==> src/rtl/bpa_regs.vh <==
`ifndef BPA_REGS_VH
`define BPA_REGS_VH

// register offsets (byte addresses)
`define BPA_CSR_OFS       8'h00
`define BPA_CR_OFS        8'h04

// configuration/status field positions
`define BPA_CSR_PAR_BIT   31
`define BPA_CSR_MISSWR_BIT 30
`define BPA_CSR_STRAY_BIT 29
`define BPA_CSR_DUPTX_BIT 27
`define BPA_CSR_TXFLT_BIT 26
`define BPA_CSR_DN_BIT    23
`define BPA_CSR_UP_BIT    22
`define BPA_CSR_CODE_MSB  7

// control field positions
`define BPA_CR_INIT_BIT   0
`define BPA_CR_ABORT_BIT  1
`define BPA_CR_INTEN_BIT  2
`define BPA_CR_MAINT_BIT  3

// reset values
`define BPA_CR_RESET      4'h0
`define BPA_RDATA_RESET   32'h0000_0000

// backplane transfer tags
`define BPA_TAG_RDATA     3'h0
`define BPA_TAG_CMD       3'h3
`define BPA_TAG_WDATA     3'h5

// timing: fault line sampled this many cycles after transmit
`define BPA_TXFLT_DELAY   2

`endif

==> src/rtl/bpa_status_regs.v <==
// Overview of operation
// [RULE_01] parity error on a backplane transfer sets status bit 31.
// [RULE_02] any fault bit newly set pulses the fault line one cycle.
// [RULE_03] write command without following write data sets bit 30; the code also accepts any next transfer carrying the command's ID.
// [RULE_04] read data arriving with no read outstanding sets bit 29.
// [RULE_05] bus ID differing from own while transmitting sets bit 27.
// [RULE_06] fault line seen two cycles after transmitting sets bit 26.
// [RULE_07] fault bits clear on fault line negation and on power-fail.
// [RULE_08] bits 28, 25-24, 21 and 20-08 of status read as zero.
// [RULE_09] AC-low assertion sets power-down bit 23; interrupts if enabled.
// [RULE_10] power-down clears on power-up, init, DC-low, bus_a, write one.
// [RULE_11] AC-low negation sets power-up bit 22, sets enable, interrupts.
// [RULE_12] power-up clears on power-down, init, DC-low, bus_a, write one.
// [RULE_13] bits 07-00 of status hold a fixed read-only adapter code.
// [RULE_14] writes to fault bits and code are ignored; 22-23 write-one-clear.
// [RULE_15] control bits 31-16 read zero and ignore writes.
`timescale 1ns/100ps
`default_nettype none
`include "bpa_regs.vh"

module bpa_status_regs #(
   parameter       ID_W         = 5,
   // arbitrary adapter code value
   parameter [7:0] ADAPTER_CODE = 8'h5a
)(
   // clock and reset
   input  wire            clk,
   input  wire            rst,
   // backplane transfer sensed this cycle
   input  wire            bp_valid,
   input  wire [2:0]      bp_tag,
   input  wire [ID_W-1:0] bp_id,
   input  wire [31:0]     bp_data,
   input  wire            bp_par,
   input  wire            bp_wr_cmd,
   input  wire            bp_to_me,
   // backplane fault line
   input  wire            bp_fault_in,
   output wire            bp_fault_out,
   // own transmit activity
   input  wire [ID_W-1:0] own_id,
   input  wire            tx_active,
   input  wire            rd_issue,
   // power and bus_a indications
   input  wire            ac_low_indication,
   input  wire            dc_low_indication,
   input  wire            bus_a,
   // register port
   input  wire            reg_cs,
   input  wire            reg_we,
   input  wire [7:0]      reg_addr,
   input  wire [31:0]     reg_wdata,
   output wire [31:0]     reg_rdata,
   output wire            reg_ack,
   // control outputs
   output wire            adapter_init,
   output wire            adapter_abort,
   output wire            maint_mode,
   output wire            irq
);

   // synchronised power indications
   wire [1:0]      pwr_s;
   wire            ac_low_s;
   wire            dc_low_s;
   wire [0:0]      ac_rise;
   wire [0:0]      ac_fall;

   // fault status flags
   reg             par_q;
   reg             miss_wr_q;
   reg             stray_rd_q;
   reg             dup_tx_q;
   reg             tx_flt_q;
   reg             par_d;
   reg             miss_wr_d;
   reg             stray_rd_d;
   reg             dup_tx_d;
   reg             tx_flt_d;

   // transfer tracking
   reg             wr_pend_q;
   reg [ID_W-1:0]  wr_id_q;
   reg             rd_out_q;
   reg             tx_d1_q;
   reg             tx_d2_q;
   reg             fault_prev_q;
   reg             fault_out_q;

   // power flags and control
   reg             pwr_dn_q;
   reg             pwr_up_q;
   reg             int_en_q;
   reg             abort_q;
   reg             maint_q;
   reg             init_q;
   reg             irq_q;
   reg             pwr_dn_d;
   reg             pwr_up_d;
   reg             int_en_d;
   reg             abort_d;
   reg             maint_d;
   reg             init_d;

   // register port answer
   reg [31:0]      rdata_q;
   reg [31:0]      rdata_d;
   reg             ack_q;

   // event terms
   wire            set_par;
   wire            set_miss_wr;
   wire            set_stray_rd;
   wire            set_dup_tx;
   wire            set_tx_flt;
   wire            clr_fault;
   wire            fault_neg;
   wire            wr_cmd_seen;
   wire            wr_data_ok;
   wire            rd_data_mine;
   wire            any_new;
   wire            wr_csr;
   wire            wr_cr;
   wire            clr_pwr;
   wire [31:0]     csr_val;
   wire [31:0]     cr_val;

   bpa_sync #(
      .W        (2)
   ) u_sync (
      .clk      (clk),
      .rst      (rst),
      .async_in ({dc_low_indication, ac_low_indication}),
      .sync_out (pwr_s)
   );

   assign ac_low_s = pwr_s[0];
   assign dc_low_s = pwr_s[1];

   bpa_edge #(
      .W    (1)
   ) u_ac_edge (
      .clk  (clk),
      .rst  (rst),
      .lvl  (ac_low_s),
      .rise (ac_rise),
      .fall (ac_fall)
   );

   // fault detection
   assign set_par = bp_valid
                    & ~(^{bp_par, bp_tag, bp_id, bp_data});   // [RULE_01]

   assign wr_cmd_seen = bp_valid & (bp_tag == `BPA_TAG_CMD)
                        & bp_wr_cmd & bp_to_me;
   assign wr_data_ok  = bp_valid & ((bp_tag == `BPA_TAG_WDATA)
                        | (bp_id == wr_id_q));
   assign set_miss_wr = wr_pend_q & ~wr_data_ok;            // [RULE_03]

   assign rd_data_mine = bp_valid & (bp_tag == `BPA_TAG_RDATA)
                         & (bp_id == own_id);
   assign set_stray_rd = rd_data_mine & ~rd_out_q;          // [RULE_04]

   assign set_dup_tx = tx_active & (bp_id != own_id);       // [RULE_05]
   assign set_tx_flt = tx_d2_q & bp_fault_in;               // [RULE_06]

   // negation of the fault line, or power-fail
   assign fault_neg = fault_prev_q & ~bp_fault_in;
   assign clr_fault = fault_neg | dc_low_s;                 // [RULE_07]

   assign any_new = (set_par & ~par_q) | (set_miss_wr & ~miss_wr_q)
                    | (set_stray_rd & ~stray_rd_q) | (set_dup_tx & ~dup_tx_q)
                    | (set_tx_flt & ~tx_flt_q);             // [RULE_02]

   // set wins over clear on every flag
   always @*
   begin
      par_d      = set_par      | (par_q      & ~clr_fault);
      miss_wr_d  = set_miss_wr  | (miss_wr_q  & ~clr_fault);
      stray_rd_d = set_stray_rd | (stray_rd_q & ~clr_fault);
      dup_tx_d   = set_dup_tx   | (dup_tx_q   & ~clr_fault);
      tx_flt_d   = set_tx_flt   | (tx_flt_q   & ~clr_fault);
   end

   // register port decode
   assign wr_csr = reg_cs & reg_we & (reg_addr == `BPA_CSR_OFS);
   assign wr_cr  = reg_cs & reg_we & (reg_addr == `BPA_CR_OFS);

   assign clr_pwr = init_q | dc_low_s | bus_a;

   // power flags and control register
   always @*
   begin
      pwr_dn_d = ac_rise[0]
             | (pwr_dn_q & ~(ac_fall[0] | clr_pwr
             | (wr_csr & reg_wdata[`BPA_CSR_DN_BIT]))); // [RULE_09] [RULE_10]
      pwr_up_d = ac_fall[0]
             | (pwr_up_q & ~(ac_rise[0] | clr_pwr
             | (wr_csr & reg_wdata[`BPA_CSR_UP_BIT]))); // [RULE_11] [RULE_12]
      int_en_d = int_en_q;
      abort_d  = abort_q;
      maint_d  = maint_q;
      init_d   = 1'b0;
      if (wr_cr)
      begin
         int_en_d = reg_wdata[`BPA_CR_INTEN_BIT];
         abort_d  = reg_wdata[`BPA_CR_ABORT_BIT];
         maint_d  = reg_wdata[`BPA_CR_MAINT_BIT];
         init_d   = reg_wdata[`BPA_CR_INIT_BIT];
      end
      if (ac_fall[0])
         int_en_d = 1'b1;                                   // [RULE_11]
   end

   // read values; unlisted bits are zero
   assign csr_val = {par_q, miss_wr_q, stray_rd_q, 1'b0,
                     dup_tx_q, tx_flt_q, 2'b00,
                     pwr_dn_q, pwr_up_q, 1'b0,
                     13'h0000,                              // [RULE_08]
                     ADAPTER_CODE};                         // [RULE_13]
   assign cr_val  = {16'h0000, 12'h000,                     // [RULE_15]
                     maint_q, int_en_q, abort_q, init_q};

   always @*
   begin
      rdata_d = `BPA_RDATA_RESET;
      if (reg_cs & ~reg_we)
      begin
         case (reg_addr)
            `BPA_CSR_OFS: rdata_d = csr_val;
            `BPA_CR_OFS:  rdata_d = cr_val;
            default:      rdata_d = `BPA_RDATA_RESET;
         endcase
      end
   end

   // transfer tracking
   always @(posedge clk or posedge rst)
   begin
      if (rst)
      begin
         wr_pend_q    <= 1'b0;
         wr_id_q      <= {ID_W{1'b0}};
         rd_out_q     <= 1'b0;
         tx_d1_q      <= 1'b0;
         tx_d2_q      <= 1'b0;
         fault_prev_q <= 1'b0;
      end
      else
      begin
         wr_pend_q    <= wr_cmd_seen;
         if (wr_cmd_seen)
            wr_id_q   <= bp_id;
         if (rd_issue)
            rd_out_q  <= 1'b1;
         else if (rd_data_mine)
            rd_out_q  <= 1'b0;
         tx_d1_q      <= tx_active;
         tx_d2_q      <= tx_d1_q;                           // [RULE_06]
         fault_prev_q <= bp_fault_in;
      end
   end

   // fault flags and fault pulse; writes never touch them
   always @(posedge clk or posedge rst)
   begin
      if (rst)
      begin
         par_q       <= 1'b0;
         miss_wr_q   <= 1'b0;
         stray_rd_q  <= 1'b0;
         dup_tx_q    <= 1'b0;
         tx_flt_q    <= 1'b0;
         fault_out_q <= 1'b0;
      end
      else
      begin
         par_q       <= par_d;                              // [RULE_14]
         miss_wr_q   <= miss_wr_d;
         stray_rd_q  <= stray_rd_d;
         dup_tx_q    <= dup_tx_d;
         tx_flt_q    <= tx_flt_d;
         fault_out_q <= any_new;                            // [RULE_02]
      end
   end

   // power flags, control, interrupt
   always @(posedge clk or posedge rst)
   begin
      if (rst)
      begin
         pwr_dn_q <= 1'b0;
         pwr_up_q <= 1'b0;
         int_en_q <= 1'b0;
         abort_q <= 1'b0;
         maint_q <= 1'b0;
         init_q  <= 1'b0;
         irq_q   <= 1'b0;
      end
      else
      begin
         pwr_dn_q <= pwr_dn_d;
         pwr_up_q <= pwr_up_d;
         int_en_q <= int_en_d;
         abort_q <= abort_d;
         maint_q <= maint_d;
         init_q  <= init_d;
         irq_q   <= int_en_q & (pwr_dn_q | pwr_up_q);       // [RULE_09]
      end
   end

   // register port answer, one cycle after select
   always @(posedge clk or posedge rst)
   begin
      if (rst)
      begin
         rdata_q <= `BPA_RDATA_RESET;
         ack_q   <= 1'b0;
      end
      else
      begin
         rdata_q <= rdata_d;
         ack_q   <= reg_cs;
      end
   end

   assign bp_fault_out  = fault_out_q;
   assign reg_rdata     = rdata_q;
   assign reg_ack       = ack_q;
   assign adapter_init  = init_q;
   assign adapter_abort = abort_q;
   assign maint_mode    = maint_q;
   assign irq           = irq_q;

endmodule // bpa_status_regs

`default_nettype wire

==> src/rtl/bpa_sync.v <==
`timescale 1ns/100ps
`default_nettype none

// two-stage synchroniser, one per bit
module bpa_sync #(
   parameter W = 2
)(
   // clock and reset
   input  wire         clk,
   input  wire         rst,
   // asynchronous levels in, synchronised levels out
   input  wire [W-1:0] async_in,
   output wire [W-1:0] sync_out
);

   genvar i;
   generate
      for (i = 0; i < W; i = i + 1)
      begin : g_bit
         reg meta_q;
         reg stable_q;
         always @(posedge clk or posedge rst)
         begin
            if (rst)
            begin
               meta_q   <= 1'b0;
               stable_q <= 1'b0;
            end
            else
            begin
               meta_q   <= async_in[i];
               stable_q <= meta_q;
            end
         end
         assign sync_out[i] = stable_q;
      end
   endgenerate

endmodule // bpa_sync

`default_nettype wire

==> src/rtl/bpa_edge.v <==
`timescale 1ns/100ps
`default_nettype none

// rise and fall detection on synchronised levels
module bpa_edge #(
   parameter W = 1
)(
   // clock and reset
   input  wire         clk,
   input  wire         rst,
   // level in, one-cycle edge strobes out
   input  wire [W-1:0] lvl,
   output wire [W-1:0] rise,
   output wire [W-1:0] fall
);

   genvar i;
   generate
      for (i = 0; i < W; i = i + 1)
      begin : g_bit
         reg prev_q;
         always @(posedge clk or posedge rst)
         begin
            if (rst)
               prev_q <= 1'b0;
            else
               prev_q <= lvl[i];
         end
         assign rise[i] = lvl[i] & ~prev_q;
         assign fall[i] = ~lvl[i] & prev_q;
      end
   endgenerate

endmodule // bpa_edge

`default_nettype wire

==> config.mk <==
export PLATFORM = sky130hd
export DESIGN_NAME = bpa_status_regs
export DESIGN_NICKNAME = d
export VERILOG_FILES = /design/src/rtl/bpa_status_regs.v /design/src/rtl/bpa_sync.v /design/src/rtl/bpa_edge.v
export VERILOG_INCLUDE_DIRS = /design/src /design/src/rtl
export SDC_FILE = /design/constraint.sdc
export NUM_CORES = 1
export LEC_CHECK = 0
export BUFFER_PORTS_ARGS = -buffer_cell sky130_fd_sc_hd__buf_2
export CORE_MARGIN = 2
export CORE_UTILIZATION = 44
export CTS_BUF_LIST = sky130_fd_sc_hd__clkbuf_4 sky130_fd_sc_hd__clkbuf_8
export DETAILED_ROUTE_END_ITERATION = 8
export GPL_ROUTABILITY_DRIVEN = 0
export PLACE_DENSITY_LB_ADDON = 0.15
export SLEW_MARGIN = 5
export SYNTH_ARGS = -nofsm -noshare
export SYNTH_HDL_FRONTEND = slang
export SYNTH_HIERARCHICAL = 1
export SYNTH_SLANG_ARGS = --single-unit
export TNS_END_PERCENT = 20
==> constraint.sdc <==
create_clock -name clk -period 1.8 [get_ports clk]
set_input_delay 0.27 -clock clk [delete_from_list [all_inputs] [get_ports clk]]
set_output_delay 0.27 -clock clk [all_outputs]
set_load 0.02 [all_outputs]
=== Word level (Yosys, flattened, before mapping) ===
Index checks and enable logic that the tools add are counted.

* Muxes and demuxes: 7
* Eq/ne operators: 6
* Bitwise operators: 68
* Reduce and logical (&&, ||, !) cells: 5

{| class="wikitable"
|+ Operators by type and width
! operator !! number
|-
| 32-bit one-hot mux with 2 select lines || 1
|-
| 41-bit XOR reduction || 1
|-
| 1-bit bitwise AND || 33
|-
| 32-bit 2-to-1 mux || 1
|-
| 1-bit OR || 20
|-
| 1-bit NOT || 15
|-
| 5-bit equality test || 2
|-
| 8-bit by 3-bit equality test with 1-bit output, second input constant || 1
|-
| 8-bit zero test || 1
|-
| 1-bit 2-to-1 mux || 5
|-
| 5-bit inequality test || 1
|-
| 2-bit nonzero test || 2
|-
| 3-bit by 2-bit equality test with 1-bit output, second input constant || 1
|-
| 3-bit equality test, second input constant || 1
|-
| 3-bit zero test || 1
|}

* Output and inout bits: 38
* Word-level logic and storage cells: 112
* Register bits after elaboration: 61
* Input bits: 99

=== Logic depth before layout (Yosys ltp) ===
* Depth after elaboration: 10
* Gate-level depth with buffers: 6
* Mapped depth without buffers: 6

=== Hierarchy ===
Netlist, hierarchy kept.

{| class="wikitable"
|+ By module, submodules not included
! module !! sequential area each (µm²) !! cells each !! area each (µm²) !! times used
|-
| bpa_status_regs || 900.9 || 174 || 1943.1 || 1
|-
| bpa_sync || 100.1 || 7 || 118.9 || 1
|-
| bpa_edge || 25.0 || 4 || 43.8 || 1
|}

=== Worst setup path before layout ===
No wires, ideal clock.

* Path kind: in2reg
* Start: in bp_id[2]
* End: reg fault_out_q, in the netlist bp_fault_out
* Path slack: 0.175 ns
* Data arrival time: 1.524 ns
* Library setup time: 0.101 ns
* Cell stages on the path: 6
* Buffers on the path: 0
* Cells stage by stage: xor2_1 -> nor3_1 -> nand3_1 -> or4_1 -> o31a_1 -> o311ai_2

* Longest elaborated chain between the ends: 10
* Elaborated cells on any way between the ends: 21
* Those cells by class: eq/ne: 3; bitwise: 17; reduce/logical: 1

{| class="wikitable"
|+ Ends and longest elaborated chain
! what !! RTL line !! RTL
|-
| from (decl) || bpa_status_regs.v:32 || <nowiki>input wire [ID_W-1:0] bp_id,</nowiki>
|-
| 5-bit equality test || bpa_status_regs.v:157 || <nowiki>| (bp_id == wr_id_q));</nowiki>
|-
| 1-bit OR || bpa_status_regs.v:156 || <nowiki>assign wr_data_ok = bp_valid & ((bp_tag == `BPA_TAG_WDATA)</nowiki>
|-
| 1-bit bitwise AND || bpa_status_regs.v:156 ||
|-
| 1-bit NOT || bpa_status_regs.v:158 || <nowiki>assign set_miss_wr = wr_pend_q & ~wr_data_ok;</nowiki>
|-
| 1-bit bitwise AND || bpa_status_regs.v:158 ||
|-
| 1-bit bitwise AND || bpa_status_regs.v:171 || <nowiki>assign any_new = (set_par & ~par_q) | (set_miss_wr & ~miss_wr_q)</nowiki>
|-
| 1-bit OR || bpa_status_regs.v:171 ||
|-
| 1-bit OR || bpa_status_regs.v:172 || <nowiki>| (set_stray_rd & ~stray_rd_q) | (set_dup_tx & ~dup_tx_q)</nowiki>
|-
| 1-bit OR (*) || bpa_status_regs.v:172 ||
|-
| 1-bit OR (*) || bpa_status_regs.v:173 || <nowiki>| (set_tx_flt & ~tx_flt_q);</nowiki>
|-
| net any_new || bpa_status_regs.v:121 || <nowiki>wire any_new;</nowiki>
|-
| to (signal assigned) || bpa_status_regs.v:283 || <nowiki>fault_out_q <= any_new;</nowiki>
|-
| to (decl) || bpa_status_regs.v:88 || <nowiki>reg fault_out_q;</nowiki>
|}

The timed path passes the listed nets; every way through them passes the cells marked *.
A chain may end at the register's enable or synchronous reset.

=== Worst setup path in the final report ===
* Start: in bp_tag[1]
* End: reg fault_out_q, in the netlist bp_fault_out

* Longest elaborated chain between the ends: 10
* Elaborated cells on any way between the ends: 19
* Those cells by class: eq/ne: 1; bitwise: 16; reduce/logical: 2

{| class="wikitable"
|+ Ends and longest elaborated chain
! what !! RTL line !! RTL
|-
| from (decl) || bpa_status_regs.v:31 || <nowiki>input wire [2:0] bp_tag,</nowiki>
|-
| 3-bit equality test (no line) || - ||
|-
| 1-bit OR || bpa_status_regs.v:156 ||
|-
| 1-bit bitwise AND || bpa_status_regs.v:156 ||
|-
| 1-bit NOT || bpa_status_regs.v:158 ||
|-
| 1-bit bitwise AND || bpa_status_regs.v:158 ||
|-
| 1-bit bitwise AND || bpa_status_regs.v:171 ||
|-
| 1-bit OR || bpa_status_regs.v:171 ||
|-
| 1-bit OR (*) (2 in series) || bpa_status_regs.v:172 ||
|-
| 1-bit OR (*) || bpa_status_regs.v:173 ||
|-
| net any_new || bpa_status_regs.v:121 ||
|}

Marked as above.

==> metrics <==
Num CTS Buffers=5; f_max=634.4 MHz; Critical-path top delay cell=xnor3_1; Initial Util=0.4518; Synth Area in Compound Gates=0.05288; Main synth FF type=dfrtp_1; DRT iter0 DRCs=39; Worst setup SP type=primary input; Final nets=389; post-synthesis cell area=2106 um^2; Buffers on Ports=91; die width=73.18 um; Die Y=73.18 um; WHS Endpoint=u_sync/g_bit[0].meta_q$_DFF_PP0_; status=finished clean; Final Power=2.528 mW; GRT Util Overall=0.1395; DIE AREA=5355 um^2; RSZ-0062 raised after global routing=false; CP required=2000 ps; Final Hold Violating Endpoints=0; Synth async-reset ratio=1.000; Clock Path Buffers=2; warning count from the yosys run=6; multiplexer share of the synthesized area=0.04219; hold crit path type=in -> reg; Synth Register Bits=41; Syn Area/Cell=11.38 um^2; Clock Sink Count=41; reg2reg path depth=5; fraction of the mapped netlist area in adder cells=0; CP endpoint kind=register; Max Slew Vio Count=0; startpoint of the worst hold path=ac_low_indication; Vias=1526; max cap viols=0; # diodes=0; CTS clock-pin slew for the worst setup and hold paths=80 ps; worst hold slack=77.22 ps; Reg2Reg Launch Point=wr_id_q[3]$_DFFE_PP0P_; # rows=25; worst stage delay on the critical path=460 ps; CP startpoint=bp_tag[1]; Worst Path Max Fanout=4; antenna violations before repair=0; Post-Synthesis Cells=185; largest family of logic cells by synthesized area=XOR/XNOR gates; Vias/cell=4.423; fill count=420; hold path depth=1; Clk Latency, worst-skew pair=300 ps; most frequent cells in the layout=buf_2, dfrtp_1, xnor2_1; first drt pass iteration count=2; Setup Skew=6.591 ps; most common cell after layout, fill and taps aside=buf_2; Seq/Total Area, Yosys=0.4872; power density over the cells=917.9 nW/um^2; LEAKAGE=1.457 nW; R2R Setup Slk=480 ps; Setup Crit Path Kind=in -> reg; total grt overflow=0; setup bufs post-CTS=0; Avg WL per Cell=10.16 um; antenna viol nets, final=0; share of cells above drive strength 1=0.4021; CTS tree=done; CORE AREA=4661 um^2; first-pass GRT wire length=5602 um; final HPWL from detailed placement=2884 um; post-route minimum period=1576 ps; largest net degree at the start of global routing=37; P&R area growth vs syn=30.78%; VDD IR max=0.5336 mV; EDFF count, synth=0; Post-Route WL=3505 um; FF-to-FF End=miss_wr_q$_DFF_PP0_; Register Area=1026 um^2; crit path DAT=1780 ps; # resized after CTS=0; Yosys cell types=36; drt drc=0; CTS root buffer=clkbuf_8; I/O pins=137; simple-gate share of the synthesized area=0.1129; XOR/XNOR share of the synthesized area=0.2103; vias in the first global route=1342; Setup-failing EPs final=0; Final Cycle Share=0.8757; multi-input logic area=952.2 um^2; H-Tree Depth=2; CP cell instances=buf_2 -> xor2_1 -> xnor2_1 -> xnor2_1 -> xnor2_1 -> xnor3_1 -> o311ai_2; CP most frequent cell=xnor2_1
[critical path: cells and delay by family]
kind | cells | cell delay [ps]
AO/OA/AOI/OAI | 1 | 220
XOR/XNOR | 5 | 1170
buffers and inverters | 1 | 120
[per-layer routing]
metal  part of all wire  up-vias  track usage
li1                   -      771            -
met1               0.40      678       0.1598
met3              0.079        7      0.03729
met5                  0        -            0
met2               0.50       70       0.2332
met4              0.024        0      0.08025
[where the power goes]
| group | internal (mW) | total (mW) | switching, mW | leakage, nW |
|---|---|---|---|---|
| combinational | 0.340 | 0.627 | 0.288 | 0.866 |
| clock | 0.558 | 0.878 | 0.320 | 0.0687 |
| sequential | 0.987 | 1.02 | 0.0354 | 0.522 |
[Yosys cell counts, types with 2 or more instances]
cell type | n | area, um^2
dfrtp_1 | 41 | 1026
xnor2_1 | 38 | 332.8
buf_4 | 22 | 165.2
nand2_1 | 11 | 41.29
xor2_1 | 10 | 87.58
and2_1 | 9 | 56.30
inv_1 | 8 | 30.03
mux2_2 | 5 | 56.30
nor2_1 | 5 | 18.77
a21o_1 | 3 | 22.52
nand3_1 | 3 | 15.01
a22o_1 | 2 | 17.52
mux2_1 | 2 | 22.52
nand3b_1 | 2 | 15.01
nor3_1 | 2 | 10.01
o21ai_1 | 2 | 10.01
[repair_timing]
action / in CTS / in global routing
hold endpoints to repair: 5 / 0
endpoints found under the setup margin: 0 / 0
hold buffers: 1 / 0
[worst max path at each step]
stage                                  end  slack, ps  depth (start not counted)
finish              bp_fault_out$_DFF_PP0_        220                          7
global route        bp_fault_out$_DFF_PP0_        130                          7
CTS                 bp_fault_out$_DFF_PP0_        190                          7
detailed placement  bp_fault_out$_DFF_PP0_       -110                          7
global placement    bp_fault_out$_DFF_PP0_       -100                          7
floorplan           bp_fault_out$_DFF_PP0_        180                          6
[registers in the layout, summed over array words and instances, names as in the netlist]
name and cells:
pwr_dn_q 1, tx_d2_q 1, tx_d1_q 1, u_sync/g_bit.stable_q 2, wr_id_q 5, pwr_up_q 1
adapter_abort 1, reg_ack 1, bp_fault_out 1, irq 1, tx_flt_q 1, dup_tx_q 1
adapter_init 1, par_q 1, fault_prev_q 1, int_en_q 1, reg_rdata 12, maint_mode 1
stray_rd_q 1, wr_pend_q 1, u_ac_edge/g_bit.prev_q 1, rd_out_q 1, miss_wr_q 1, u_sync/g_bit.meta_q 2
[final cells by class]
cell class                 count  share of cell area
sequential                    41              0.3726
clock inverter                 3             0.02499
tap                           54             0.02453
timing repair buffer         102              0.1963
multi-input combinational    132              0.3458
inverter                       8             0.01090
clock buffer                   5             0.02499
[through the flow]
step           TNS (ps)  area, um^2  std cells  utilization  setup WS [ps]
2_1_floorplan         0        2173        203            -          175.4
5_1_grt               0        2754        345       0.5909          128.8
3_3_place_gp     -144.8        2606        336       0.5592         -98.00
6_report              0        2754        345       0.5909          223.7
4_1_cts               0        2754        345       0.5909          185.2
3_5_place_dp     -163.9        2606        336       0.5592         -111.7
[cells by family after synthesis]
| family | count (synthesis) |
|---|---|
| xor+xnor | 49 |
| simple gates | 42 |
| flops | 41 |
| buf+inv | 30 |
| compound gates | 14 |
| mux | 8 |
| other cells | 1 |
Note: power is estimated with default switching activity, not from simulation.
